File: src/rtl/ccr_consts.svh
`ifndef CCR_CONSTS_SVH
`define CCR_CONSTS_SVH

// condition-code bit positions
`define CCR_BIT_C 0
`define CCR_BIT_Z 1
`define CCR_BIT_N 2
`define CCR_BIT_I0 3
`define CCR_BIT_H 4
`define CCR_BIT_I1 5
`define CCR_FIXED_ONES 8'hc0
`define CCR_CC_RST 8'he8

// stack pointer
`define CCR_SP_LO_RST 8'hff
`define CCR_SP_HI 8'h01
`define CCR_SP_STEP 8'h01

// software priority codes {high, low}
`define CCR_PRIO_LVL0 2'b10
`define CCR_PRIO_LVL3 2'b11

// stack sequence lengths in bytes
`define CCR_ONE_BYTE 3'd1
`define CCR_CALL_BYTES 3'd2
`define CCR_IRQ_BYTES 3'd5

// stack byte slots
`define CCR_SLOT_PCL 3'd0
`define CCR_SLOT_PCH 3'd1
`define CCR_SLOT_X 3'd2
`define CCR_SLOT_A 3'd3
`define CCR_SLOT_CC 3'd4
`define CCR_SLOT_Y 3'd5

`endif

File: src/rtl/ccr_pkg.sv
package ccr_pkg;

  typedef enum logic [4:0] {
    OP_NOP, OP_ADD, OP_ADC, OP_ALU, OP_LOAD, OP_SHIFT, OP_BTJ, OP_SCF,
    OP_RCF, OP_RIM, OP_SIM, OP_HALT, OP_WFI, OP_PUSH, OP_POP, OP_CALL,
    OP_RET, OP_IRQ, OP_INTERRUPT_RETURN_INSTR, OP_RSP, OP_LDSP, OP_JUMP, OP_BRANCH, OP_CCBIT
  } ccr_op_e;

  typedef enum logic [1:0] {REG_A, REG_X, REG_CC} ccr_reg_e;

  typedef enum logic [1:0] {FLG_H, FLG_N, FLG_Z, FLG_C} ccr_flag_e;

  typedef enum logic [1:0] {
    ST_IDLE = 2'b00,
    ST_PUSH = 2'b01,
    ST_POP = 2'b11
  } ccr_state_e;

  typedef enum logic [2:0] {K_ONE, K_CALL, K_IRQ, K_RET, K_INTERRUPT_RETURN_INSTR} ccr_kind_e;

endpackage : ccr_pkg

File: src/rtl/ccr_core_regs.sv
//Contract
//- 8-bit accumulator holds operands and results of operations.
//- two 8-bit index registers; prefix selects the second one.
//- interrupt context save and restore never touch the second index.
//- 16-bit program counter made of low and high bytes.
//- 8-bit condition codes, bitwise test/change, whole push and pop.
//- half carry set from bit 3 carry on add and add-with-carry only.
//- negative flag copies result bit 7.
//- zero flag set when the result is zero.
//- carry from arithmetic, bit-test, shifts, set and clear carry.
//- branch on each flag set or clear.
//- priority bits encode levels 0 to 3, level 3 disables.
//- interrupt entry loads priority from the source priority register.
//- enable, disable, return, halt, wait, pop change priority.
//- stack pointer at next free byte; post-decrement, pre-increment.
//- 256-byte stack, upper pointer byte fixed by hardware.
//- reset and stack reinit instruction set pointer low byte to ff.
//- load instruction writes pointer low byte directly.
//- pointer wraps silently at both stack limits.
//- interrupt pushes low pc byte first; return pops in reverse.
//- call uses two stack bytes, interrupt uses five.
`timescale 1ns/1ns
`include "ccr_consts.svh"
module ccr_core_regs
  import ccr_pkg::*;
#(
  parameter logic [7:0] SP_HI = `CCR_SP_HI
) (
  input wire logic sys_clk_i,
  input wire logic rst_i,
  input wire logic op_valid_i,
  input wire ccr_op_e op_i,
  input wire ccr_reg_e reg_sel_i,
  input wire logic alt_index_i,
  input wire logic [7:0] operand_i,
  input wire logic [7:0] alu_result_i,
  input wire logic alu_carry_i,
  input wire ccr_flag_e flag_sel_i,
  input wire logic branch_on_set_i,
  input wire logic [2:0] bit_sel_i,
  input wire logic [15:0] pc_i,
  input wire logic [1:0] isp_i,
  input wire logic [7:0] stk_rdata_i,
  output logic busy_o,
  output logic [7:0] acc_o,
  output logic [7:0] idx_x_o,
  output logic [7:0] idx_y_o,
  output logic [15:0] pc_o,
  output logic [7:0] cc_o,
  output logic [15:0] sp_o,
  output logic branch_taken_o,
  output logic [15:0] stk_addr_o,
  output logic [7:0] stk_wdata_o,
  output logic stk_we_o,
  output logic stk_re_o
);

  ////////////////////////////////////////////////////////////////////////
  logic op_go;
  logic [7:0] acc;
  logic [7:0] idx_x;
  logic [7:0] idx_y;
  logic [7:0] cc_q;
  logic [7:0] cc_d;
  logic [15:0] pc_q;
  logic [15:0] pc_d;
  logic [7:0] sp_q;
  logic [7:0] sp_d;
  logic taken_q;
  logic taken_d;
  logic a_ld;
  logic x_ld;
  logic y_ld;
  logic [7:0] a_nx;
  logic [7:0] x_nx;
  logic [7:0] y_nx;
  logic [7:0] res_val;
  logic [7:0] sp_inc;
  logic cin;
  logic [4:0] add_nib;
  logic [8:0] add_sum;
  logic half_add;
  logic flag_val;
  logic br_hit;
  logic [2:0] one_slot;

  ccr_state_e state_q;
  ccr_state_e state_d;
  ccr_kind_e kind_q;
  ccr_kind_e kind_d;
  logic [2:0] cnt_q;
  logic [2:0] cnt_d;
  logic ph_q;
  logic ph_d;
  logic [2:0] slot_q;
  logic [2:0] slot_d;
  logic [15:0] tgt_q;
  logic [15:0] tgt_d;
  logic [1:0] isp_q;
  logic [1:0] isp_d;
  logic [2:0] seq_len;
  logic last;
  logic push_we;
  logic pop_rd;
  logic pop_cap;
  logic done_irq;
  logic done_call;
  logic [2:0] push_slot;
  logic [2:0] pop_slot;
  logic [7:0] push_byte;

  assign busy_o = (state_q != ST_IDLE);
  // new ops are only taken between stack sequences
  assign op_go = op_valid_i && !busy_o;
  assign sp_inc = sp_q + `CCR_SP_STEP;
  assign res_val = (op_i == OP_LOAD) ? operand_i : alu_result_i;
  assign cin = (op_i == OP_ADC) && cc_q[`CCR_BIT_C];
  assign add_nib = {1'b0, acc[3:0]} + {1'b0, operand_i[3:0]} + {4'h0, cin};
  assign add_sum = {1'b0, acc} + {1'b0, operand_i} + {8'h00, cin};
  assign half_add = add_nib[4];

  always_comb
  begin
    if (reg_sel_i == REG_A)
    begin
      one_slot = `CCR_SLOT_A;
    end
    else if (reg_sel_i == REG_CC)
    begin
      one_slot = `CCR_SLOT_CC;
    end
    else
    begin
      one_slot = alt_index_i ? `CCR_SLOT_Y : `CCR_SLOT_X;
    end
  end

  always_comb
  begin
    unique case (flag_sel_i)
      FLG_H: flag_val = cc_q[`CCR_BIT_H];
      FLG_N: flag_val = cc_q[`CCR_BIT_N];
      FLG_Z: flag_val = cc_q[`CCR_BIT_Z];
      FLG_C: flag_val = cc_q[`CCR_BIT_C];
    endcase
    br_hit = (flag_val == branch_on_set_i);
  end

  ////////////////////////////////////////////////////////////////////////
  // stack sequencer
  always_comb
  begin
    if (kind_q == K_IRQ || kind_q == K_INTERRUPT_RETURN_INSTR)
    begin
      seq_len = `CCR_IRQ_BYTES;
    end
    else if (kind_q == K_CALL || kind_q == K_RET)
    begin
      seq_len = `CCR_CALL_BYTES;
    end
    else
    begin
      seq_len = `CCR_ONE_BYTE;
    end
    last = (cnt_q == 3'(seq_len - `CCR_ONE_BYTE));
    // irq pushes slots in count order: pcl, pch, x, a, cc; call pushes only pcl, pch
    push_slot = (kind_q == K_ONE) ? slot_q : cnt_q;
    if (kind_q == K_INTERRUPT_RETURN_INSTR)
    begin
      pop_slot = 3'(`CCR_IRQ_BYTES - `CCR_ONE_BYTE - cnt_q);
    end
    else if (kind_q == K_RET)
    begin
      pop_slot = 3'(`CCR_CALL_BYTES - `CCR_ONE_BYTE - cnt_q);
    end
    else
    begin
      pop_slot = slot_q;
    end
  end

  always_comb
  begin
    state_d = state_q;
    kind_d = kind_q;
    cnt_d = cnt_q;
    ph_d = ph_q;
    slot_d = slot_q;
    tgt_d = tgt_q;
    isp_d = isp_q;
    push_we = 1'b0;
    pop_rd = 1'b0;
    pop_cap = 1'b0;
    done_irq = 1'b0;
    done_call = 1'b0;
    unique case (state_q)
      ST_IDLE:
      begin
        if (op_go)
        begin
          cnt_d = 3'h0;
          ph_d = 1'b0;
          tgt_d = pc_i;
          isp_d = isp_i;
          slot_d = one_slot;
          unique case (op_i)
            OP_PUSH:
            begin
              state_d = ST_PUSH;
              kind_d = K_ONE;
            end
            OP_CALL:
            begin
              state_d = ST_PUSH;
              kind_d = K_CALL;
            end
            OP_IRQ:
            begin
              state_d = ST_PUSH;
              kind_d = K_IRQ;
            end
            OP_POP:
            begin
              state_d = ST_POP;
              kind_d = K_ONE;
            end
            OP_RET:
            begin
              state_d = ST_POP;
              kind_d = K_RET;
            end
            OP_INTERRUPT_RETURN_INSTR:
            begin
              state_d = ST_POP;
              kind_d = K_INTERRUPT_RETURN_INSTR;
            end
            default:
            begin
              state_d = ST_IDLE;
            end
          endcase
        end
      end
      ST_PUSH:
      begin
        push_we = 1'b1;
        cnt_d = 3'(cnt_q + `CCR_ONE_BYTE);
        if (last)
        begin
          state_d = ST_IDLE;
          done_irq = (kind_q == K_IRQ);
          done_call = (kind_q == K_CALL);
        end
      end
      ST_POP:
      begin
        // two cycles a byte: address, then capture of read data
        if (!ph_q)
        begin
          pop_rd = 1'b1;
          ph_d = 1'b1;
        end
        else
        begin
          pop_cap = 1'b1;
          ph_d = 1'b0;
          cnt_d = 3'(cnt_q + `CCR_ONE_BYTE);
          if (last)
          begin
            state_d = ST_IDLE;
          end
        end
      end
      default:
      begin
        state_d = ST_IDLE;
      end
    endcase
  end

  always_ff @(posedge sys_clk_i)
  begin
    if (rst_i)
    begin
      state_q <= ST_IDLE;
      kind_q <= K_ONE;
      cnt_q <= 3'h0;
      ph_q <= 1'b0;
      slot_q <= 3'h0;
      tgt_q <= 16'h0000;
      isp_q <= 2'h0;
    end
    else
    begin
      state_q <= state_d;
      kind_q <= kind_d;
      cnt_q <= cnt_d;
      ph_q <= ph_d;
      slot_q <= slot_d;
      tgt_q <= tgt_d;
      isp_q <= isp_d;
    end
  end

  // x, never y, goes into the interrupt frame
  always_comb
  begin
    unique case (push_slot)
      `CCR_SLOT_PCL: push_byte = pc_q[7:0];
      `CCR_SLOT_PCH: push_byte = pc_q[15:8];
      `CCR_SLOT_X: push_byte = idx_x;
      `CCR_SLOT_A: push_byte = acc;
      `CCR_SLOT_CC: push_byte = cc_q;
      `CCR_SLOT_Y: push_byte = idx_y;
      default: push_byte = 8'h00;
    endcase
  end

  assign stk_we_o = push_we;
  assign stk_re_o = pop_rd;
  assign stk_wdata_o = push_byte;
  assign stk_addr_o = {SP_HI, pop_rd ? sp_inc : sp_q};

  ////////////////////////////////////////////////////////////////////////
  // architectural registers
  always_comb
  begin
    cc_d = cc_q;
    pc_d = pc_q;
    sp_d = sp_q;
    taken_d = taken_q;
    a_ld = 1'b0;
    x_ld = 1'b0;
    y_ld = 1'b0;
    a_nx = res_val;
    x_nx = res_val;
    y_nx = res_val;
    if (op_go)
    begin
      unique case (op_i)
        OP_ADD, OP_ADC:
        begin
          a_ld = 1'b1;
          a_nx = add_sum[7:0];
          cc_d[`CCR_BIT_H] = half_add;
          cc_d[`CCR_BIT_N] = add_sum[7];
          cc_d[`CCR_BIT_Z] = (add_sum[7:0] == 8'h00);
          cc_d[`CCR_BIT_C] = add_sum[8];
        end
        OP_ALU, OP_LOAD, OP_SHIFT:
        begin
          if (reg_sel_i == REG_A)
          begin
            a_ld = 1'b1;
          end
          else if (alt_index_i)
          begin
            y_ld = 1'b1;
          end
          else
          begin
            x_ld = 1'b1;
          end
          cc_d[`CCR_BIT_N] = res_val[7];
          cc_d[`CCR_BIT_Z] = (res_val == 8'h00);
          if (op_i == OP_SHIFT)
          begin
            cc_d[`CCR_BIT_C] = alu_carry_i;
          end
        end
        OP_BTJ: cc_d[`CCR_BIT_C] = alu_carry_i;
        OP_SCF: cc_d[`CCR_BIT_C] = 1'b1;
        OP_RCF: cc_d[`CCR_BIT_C] = 1'b0;
        OP_RIM, OP_HALT, OP_WFI:
        begin
          {cc_d[`CCR_BIT_I1], cc_d[`CCR_BIT_I0]} = `CCR_PRIO_LVL0;
        end
        OP_SIM:
        begin
          {cc_d[`CCR_BIT_I1], cc_d[`CCR_BIT_I0]} = `CCR_PRIO_LVL3;
        end
        OP_CCBIT: cc_d[bit_sel_i] = operand_i[0];
        OP_RSP: sp_d = `CCR_SP_LO_RST;
        OP_LDSP: sp_d = operand_i;
        OP_JUMP: pc_d = pc_i;
        OP_BRANCH:
        begin
          taken_d = br_hit;
          if (br_hit)
          begin
            pc_d = pc_i;
          end
        end
        default:
        begin
          taken_d = taken_q;
        end
      endcase
    end
    // 8-bit arithmetic wraps silently at both ends of the stack
    if (push_we)
    begin
      sp_d = sp_q - `CCR_SP_STEP;
    end
    if (pop_rd)
    begin
      sp_d = sp_inc;
    end
    if (pop_cap)
    begin
      unique case (pop_slot)
        `CCR_SLOT_PCL: pc_d[7:0] = stk_rdata_i;
        `CCR_SLOT_PCH: pc_d[15:8] = stk_rdata_i;
        `CCR_SLOT_X:
        begin
          x_ld = 1'b1;
          x_nx = stk_rdata_i;
        end
        `CCR_SLOT_A:
        begin
          a_ld = 1'b1;
          a_nx = stk_rdata_i;
        end
        `CCR_SLOT_CC: cc_d = stk_rdata_i;
        `CCR_SLOT_Y:
        begin
          y_ld = 1'b1;
          y_nx = stk_rdata_i;
        end
        default:
        begin
          x_ld = 1'b0;
        end
      endcase
    end
    if (done_irq || done_call)
    begin
      pc_d = tgt_q;
    end
    if (done_irq)
    begin
      cc_d[`CCR_BIT_I1] = isp_q[1];
      cc_d[`CCR_BIT_I0] = isp_q[0];
    end
    cc_d = cc_d | `CCR_FIXED_ONES;
  end

  always_ff @(posedge sys_clk_i)
  begin
    if (rst_i)
    begin
      cc_q <= `CCR_CC_RST;
      pc_q <= 16'h0000;
      sp_q <= `CCR_SP_LO_RST;
      taken_q <= 1'b0;
    end
    else
    begin
      cc_q <= cc_d;
      pc_q <= pc_d;
      sp_q <= sp_d;
      taken_q <= taken_d;
    end
  end

  ccr_reg8 #(.WIDTH(8)) u_acc (
    .sys_clk_i(sys_clk_i), .rst_i(rst_i), .ld_i(a_ld), .d_i(a_nx), .q_o(acc)
  );
  ccr_reg8 #(.WIDTH(8)) u_idx_x (
    .sys_clk_i(sys_clk_i), .rst_i(rst_i), .ld_i(x_ld), .d_i(x_nx), .q_o(idx_x)
  );
  ccr_reg8 #(.WIDTH(8)) u_idx_y (
    .sys_clk_i(sys_clk_i), .rst_i(rst_i), .ld_i(y_ld), .d_i(y_nx), .q_o(idx_y)
  );

  assign acc_o = acc;
  assign idx_x_o = idx_x;
  assign idx_y_o = idx_y;
  assign pc_o = pc_q;
  assign cc_o = cc_q;
  assign sp_o = {SP_HI, sp_q};
  assign branch_taken_o = taken_q;

  ////////////////////////////////////////////////////////////////////////
  // checks
  logic wr_msb;
  logic [1:0] prio_now;
  logic irq_ctx;
  assign wr_msb = operand_i[7];
  assign prio_now = {cc_o[`CCR_BIT_I1], cc_o[`CCR_BIT_I0]};
  assign irq_ctx = busy_o && (kind_q == K_IRQ || kind_q == K_INTERRUPT_RETURN_INSTR);
endmodule : ccr_core_regs

File: src/rtl/ccr_reg8.sv
`timescale 1ns/1ns
module ccr_reg8 #(
  parameter int WIDTH = 8
) (
  input wire logic sys_clk_i,
  input wire logic rst_i,
  input wire logic ld_i,
  input wire logic [WIDTH-1:0] d_i,
  output logic [WIDTH-1:0] q_o
);
  logic [WIDTH-1:0] val_q;
  logic [WIDTH-1:0] val_d;

  always_comb
  begin
    val_d = ld_i ? d_i : val_q;
  end

  always_ff @(posedge sys_clk_i)
  begin
    if (rst_i)
    begin
      val_q <= {WIDTH{1'b0}};
    end
    else
    begin
      val_q <= val_d;
    end
  end

  assign q_o = val_q;
endmodule : ccr_reg8

File: config.mk
export PLATFORM = sky130hd
export DESIGN_NAME = ccr_core_regs
export DESIGN_NICKNAME = d
export VERILOG_FILES = /design/src/rtl/ccr_pkg.sv /design/src/rtl/ccr_core_regs.sv /design/src/rtl/ccr_reg8.sv
export VERILOG_INCLUDE_DIRS = /design/src /design/src/rtl
export SDC_FILE = /design/constraint.sdc
export NUM_CORES = 1
export LEC_CHECK = 0
export BUFFER_PORTS_ARGS = -buffer_cell sky130_fd_sc_hd__buf_2
export CAP_MARGIN = 5
export CORE_ASPECT_RATIO = 1.25
export CORE_MARGIN = 5
export CORE_UTILIZATION = 40
export DETAILED_ROUTE_END_ITERATION = 8
export SYNTH_ARGS = -nofsm -noshare
export SYNTH_HDL_FRONTEND = slang
export SYNTH_SLANG_ARGS = --single-unit
File: constraint.sdc
create_clock -name sys_clk_i -period 4.7 [get_ports sys_clk_i]
set_clock_uncertainty 0.1 [all_clocks]
set_input_delay 0.47 -clock sys_clk_i [delete_from_list [all_inputs] [get_ports sys_clk_i]]
set_output_delay 0.47 -clock sys_clk_i [all_outputs]
set_load 0.01 [all_outputs]
==> impl_metrics.env <==
export IMPL_outcome="completed"
export IMPL_initial_utilization_pct=40.4
export IMPL_holdPathStages=3
export IMPL_htreeDepth=3
export IMPL_syn_inst=836
export IMPL_clkSinkCount=85
export IMPL_min_period_ps=3590
export IMPL_drcViolationCount=0
export IMPL_num_antenna_cells=0
export IMPL_yosysWarningCount=0
export IMPL_hold_viol=0
export IMPL_fmax_mhz=279
export IMPL_antenna_found_initial=0
export IMPL_clkTransAtPathRegs_ps=70
export IMPL_overflow=0
export IMPL_drive_above_1_share_pct=20.0
export IMPL_cts_path_max_buffers=2
export IMPL_total_power_mw=1.90
export IMPL_setup_viol=0
export IMPL_pin_count=152
export IMPL_peakVddDrop_mv=0.257
export IMPL_wl_um=23700
export IMPL_cts_root_buf="clkbuf_16"
export IMPL_cp_num_buf_inv=1
export IMPL_rsz0062_at_grt="no"
export IMPL_critPathKind="reg2out"
export IMPL_syn_to_final_growth_pct=16.1
export IMPL_die_area_um2=18300
export IMPL_ant_nets=0
export IMPL_critical_path_max_stage_delay_ps=550
export IMPL_ff2ff_path_depth=6
export IMPL_maxSlewViolCount=0
export IMPL_fin_crit_sh_pct=76.3
export IMPL_cp_slowest_cell="dfxtp_1"
export IMPL_cp_num_cells=7
export IMPL_cp_top_family="simple AND/OR/NAND/NOR gates"
export IMPL_clk_latency_ps=350
export IMPL_cts_buffers=9
export IMPL_grt_pass1_vias=6342
export IMPL_cts_resized=0
export IMPL_drt_pass1_iter_count=5
export IMPL_grt_max_degree=45
export IMPL_grt_usage_pct=25.5
export IMPL_cp_arrival_ps=3020
export IMPL_min_delay_path_class="in2reg"
export IMPL_required_ps=4130
export IMPL_synth_seq_cells=85
export IMPL_grt_pass1_wl_um=36200
export IMPL_worst_path_max_fanout=23
export IMPL_synth_edff_count=0
export IMPL_final_util_pct=46.9
export IMPL_slew_headroom_pct=22.8
export IMPL_fin_tns_setup_ps=0
export IMPL_crit_path_end_kind="output pin"
export IMPL_holdBufCountCts=0
export IMPL_die_w_um=122
export IMPL_routabilityCongestion=0.946
export IMPL_finalHoldWorstSlack_ps=257
export IMPL_fp_row_count=51
export IMPL_ys_flop_type="dfxtp_1"
export IMPL_avgSynthCellArea_um2=7.50
export IMPL_io_buffers=133
export IMPL_via_per_inst=5.88
export IMPL_seq_area_frac_synth_pct=27.1
export IMPL_dpl_hpwl_um=18200
export IMPL_cts_setup_buffers=0
export IMPL_worstPathCellList="nor3_2 > mux2i_1 > nand2b_1 > nor2_1 > a22oi_1 > nand3_1 > buf_2"
export IMPL_start_kind="flip-flop"
export IMPL_p_leak_nw=2.94
export IMPL_tightest_slew_ps=1150
export IMPL_drt_iter0_drc=503
export IMPL_synthesis_area_um2=6270
export IMPL_via_count=6750
export IMPL_wl_per_cell_um=20.7
export IMPL_power_density_cell_area_nw_per_um2=261
export IMPL_cts_tree="done"
export IMPL_postLayoutCellArea_um2=7280
export IMPL_place_area_um2=6950
export IMPL_core_area_um2=15500
export IMPL_synth_cell_types=74
export IMPL_ys_async_sr_fraction_pct=0
export IMPL_final_nets=1004
export IMPL_maxCapViolCount=0
export IMPL_die_y_um=150
-- per-layer routing --
metal | GRT usage, % | vias to the layer above | share of wire, %
met5 | 0 | - | 0
met4 | 12.0 | 0 | 4.5
met3 | 3.74 | 65 | 5.4
met2 | 42.3 | 256 | 48
met1 | 32.6 | 3177 | 42
li1 | - | 3252 | -
-- Yosys cell counts, drive strengths merged (17+ instances only) --
master	count	area (um2)
nand2	112	420
dfxtp	85	1700
nor2	80	300
a21oi	67	335
buf	39	255
clkbuf	35	131
o21ai	34	170
nand3	25	125
a22oi	24	180
nor3	20	149
o211ai	20	155
o22ai	19	119
mux2i	17	170
-- final cells by class --
cell class / count / area [um2]
Tap cell: 212 / 265
Sequential cell: 85 / 1700
Multi-Input combinational cell: 675 / 4180
Clock buffer: 9 / 225
Inverter: 18 / 67.6
Fill cell: 1655 / 8230
Timing Repair Buffer: 142 / 733
Clock inverter: 7 / 105
-- cell usage in the layout, fill, tap and decap left out, types with 10 or more instances in the layout --
| master | Yosys | final |
|---|---|---|
| o211ai_1 | 19 | 19 |
| nand4_1 | 12 | 12 |
| mux2i_1 | 17 | 17 |
| a22oi_1 | 24 | 24 |
| or3_1 | 10 | 10 |
| o22ai_1 | 19 | 19 |
| nor4_1 | 12 | 12 |
| a211oi_1 | 13 | 13 |
| inv_1 | 16 | 16 |
| ha_1 | 11 | 11 |
| o21ai_0 | 30 | 30 |
| dfxtp_1 | 85 | 85 |
| nand2_1 | 112 | 112 |
| nand3_1 | 25 | 25 |
| a221oi_1 | 10 | 10 |
| nand2b_1 | 13 | 13 |
| nor2_1 | 80 | 80 |
| a211o_1 | 10 | 10 |
| buf_2 | 12 | 133 |
| a21oi_1 | 67 | 67 |
| conb_1 | 2 | 18 |
| nor2b_1 | 13 | 13 |
| nor3_1 | 14 | 14 |
-- power by group --
group | switching [mW] | internal [mW]
logic | 0.212 | 0.112
registers | 0.0310 | 0.743
clock network | 0.329 | 0.475
-- per-stage QoR --
step / cells / setup slack [ps]
CTS: 1148 / 1160
global route: 1148 / 860
global placement: 1132 / 876
finish: 1148 / 1110
floorplan: 852 / 1360
detailed placement: 1132 / 871
-- flip-flops by register name, indices dropped and copies added, names as in the netlist, 3 cells and up --
signal / cells
cc_o: 6
cnt_q: 3
kind_q: 3
pc_o: 16
slot_q: 3
sp_q: 8
tgt_q: 16
u_acc.q_o: 8
u_idx_x.q_o: 8
u_idx_y.q_o: 8
-- path summary, 6_finish.rpt --
check | start | end | slack [ps]
worst max-delay path | kind_q[2]$_SDFFE_PP0P_ | stk_wdata_o[4] | 1110
worst min-delay path | isp_i[0] | isp_q[0]$_SDFFE_PP0P_ | 260
worst max register to register | kind_q[2]$_SDFFE_PP0P_ | pc_o[9]$_SDFF_PP0_ | 1420
worst min register to register | tgt_q[11]$_SDFFE_PP0P_ | tgt_q[11]$_SDFFE_PP0P_ | 350
-- logic make-up after synthesis --
group	count (synthesis)	share of synthesized area, %
other	2	0.120
multiplexers	27	4.69
flip-flops	85	27.1
buffers and inverters	92	7.24
AO/OA/AOI/OAI	254	27.5
XOR/XNOR	19	2.77
AND/OR/NAND/NOR	344	27.7
adder cells (fa/ha/maj)	13	2.83
-- worst min-delay path: cells and delay by family --
kind | cells | cell delay [ps]
buffers and inverters | 1 | 90
AOI/OAI and AO/OA | 1 | 50
and+or+nand+nor | 1 | 40
No activity file was read; power rests on OpenSTA's default activity.
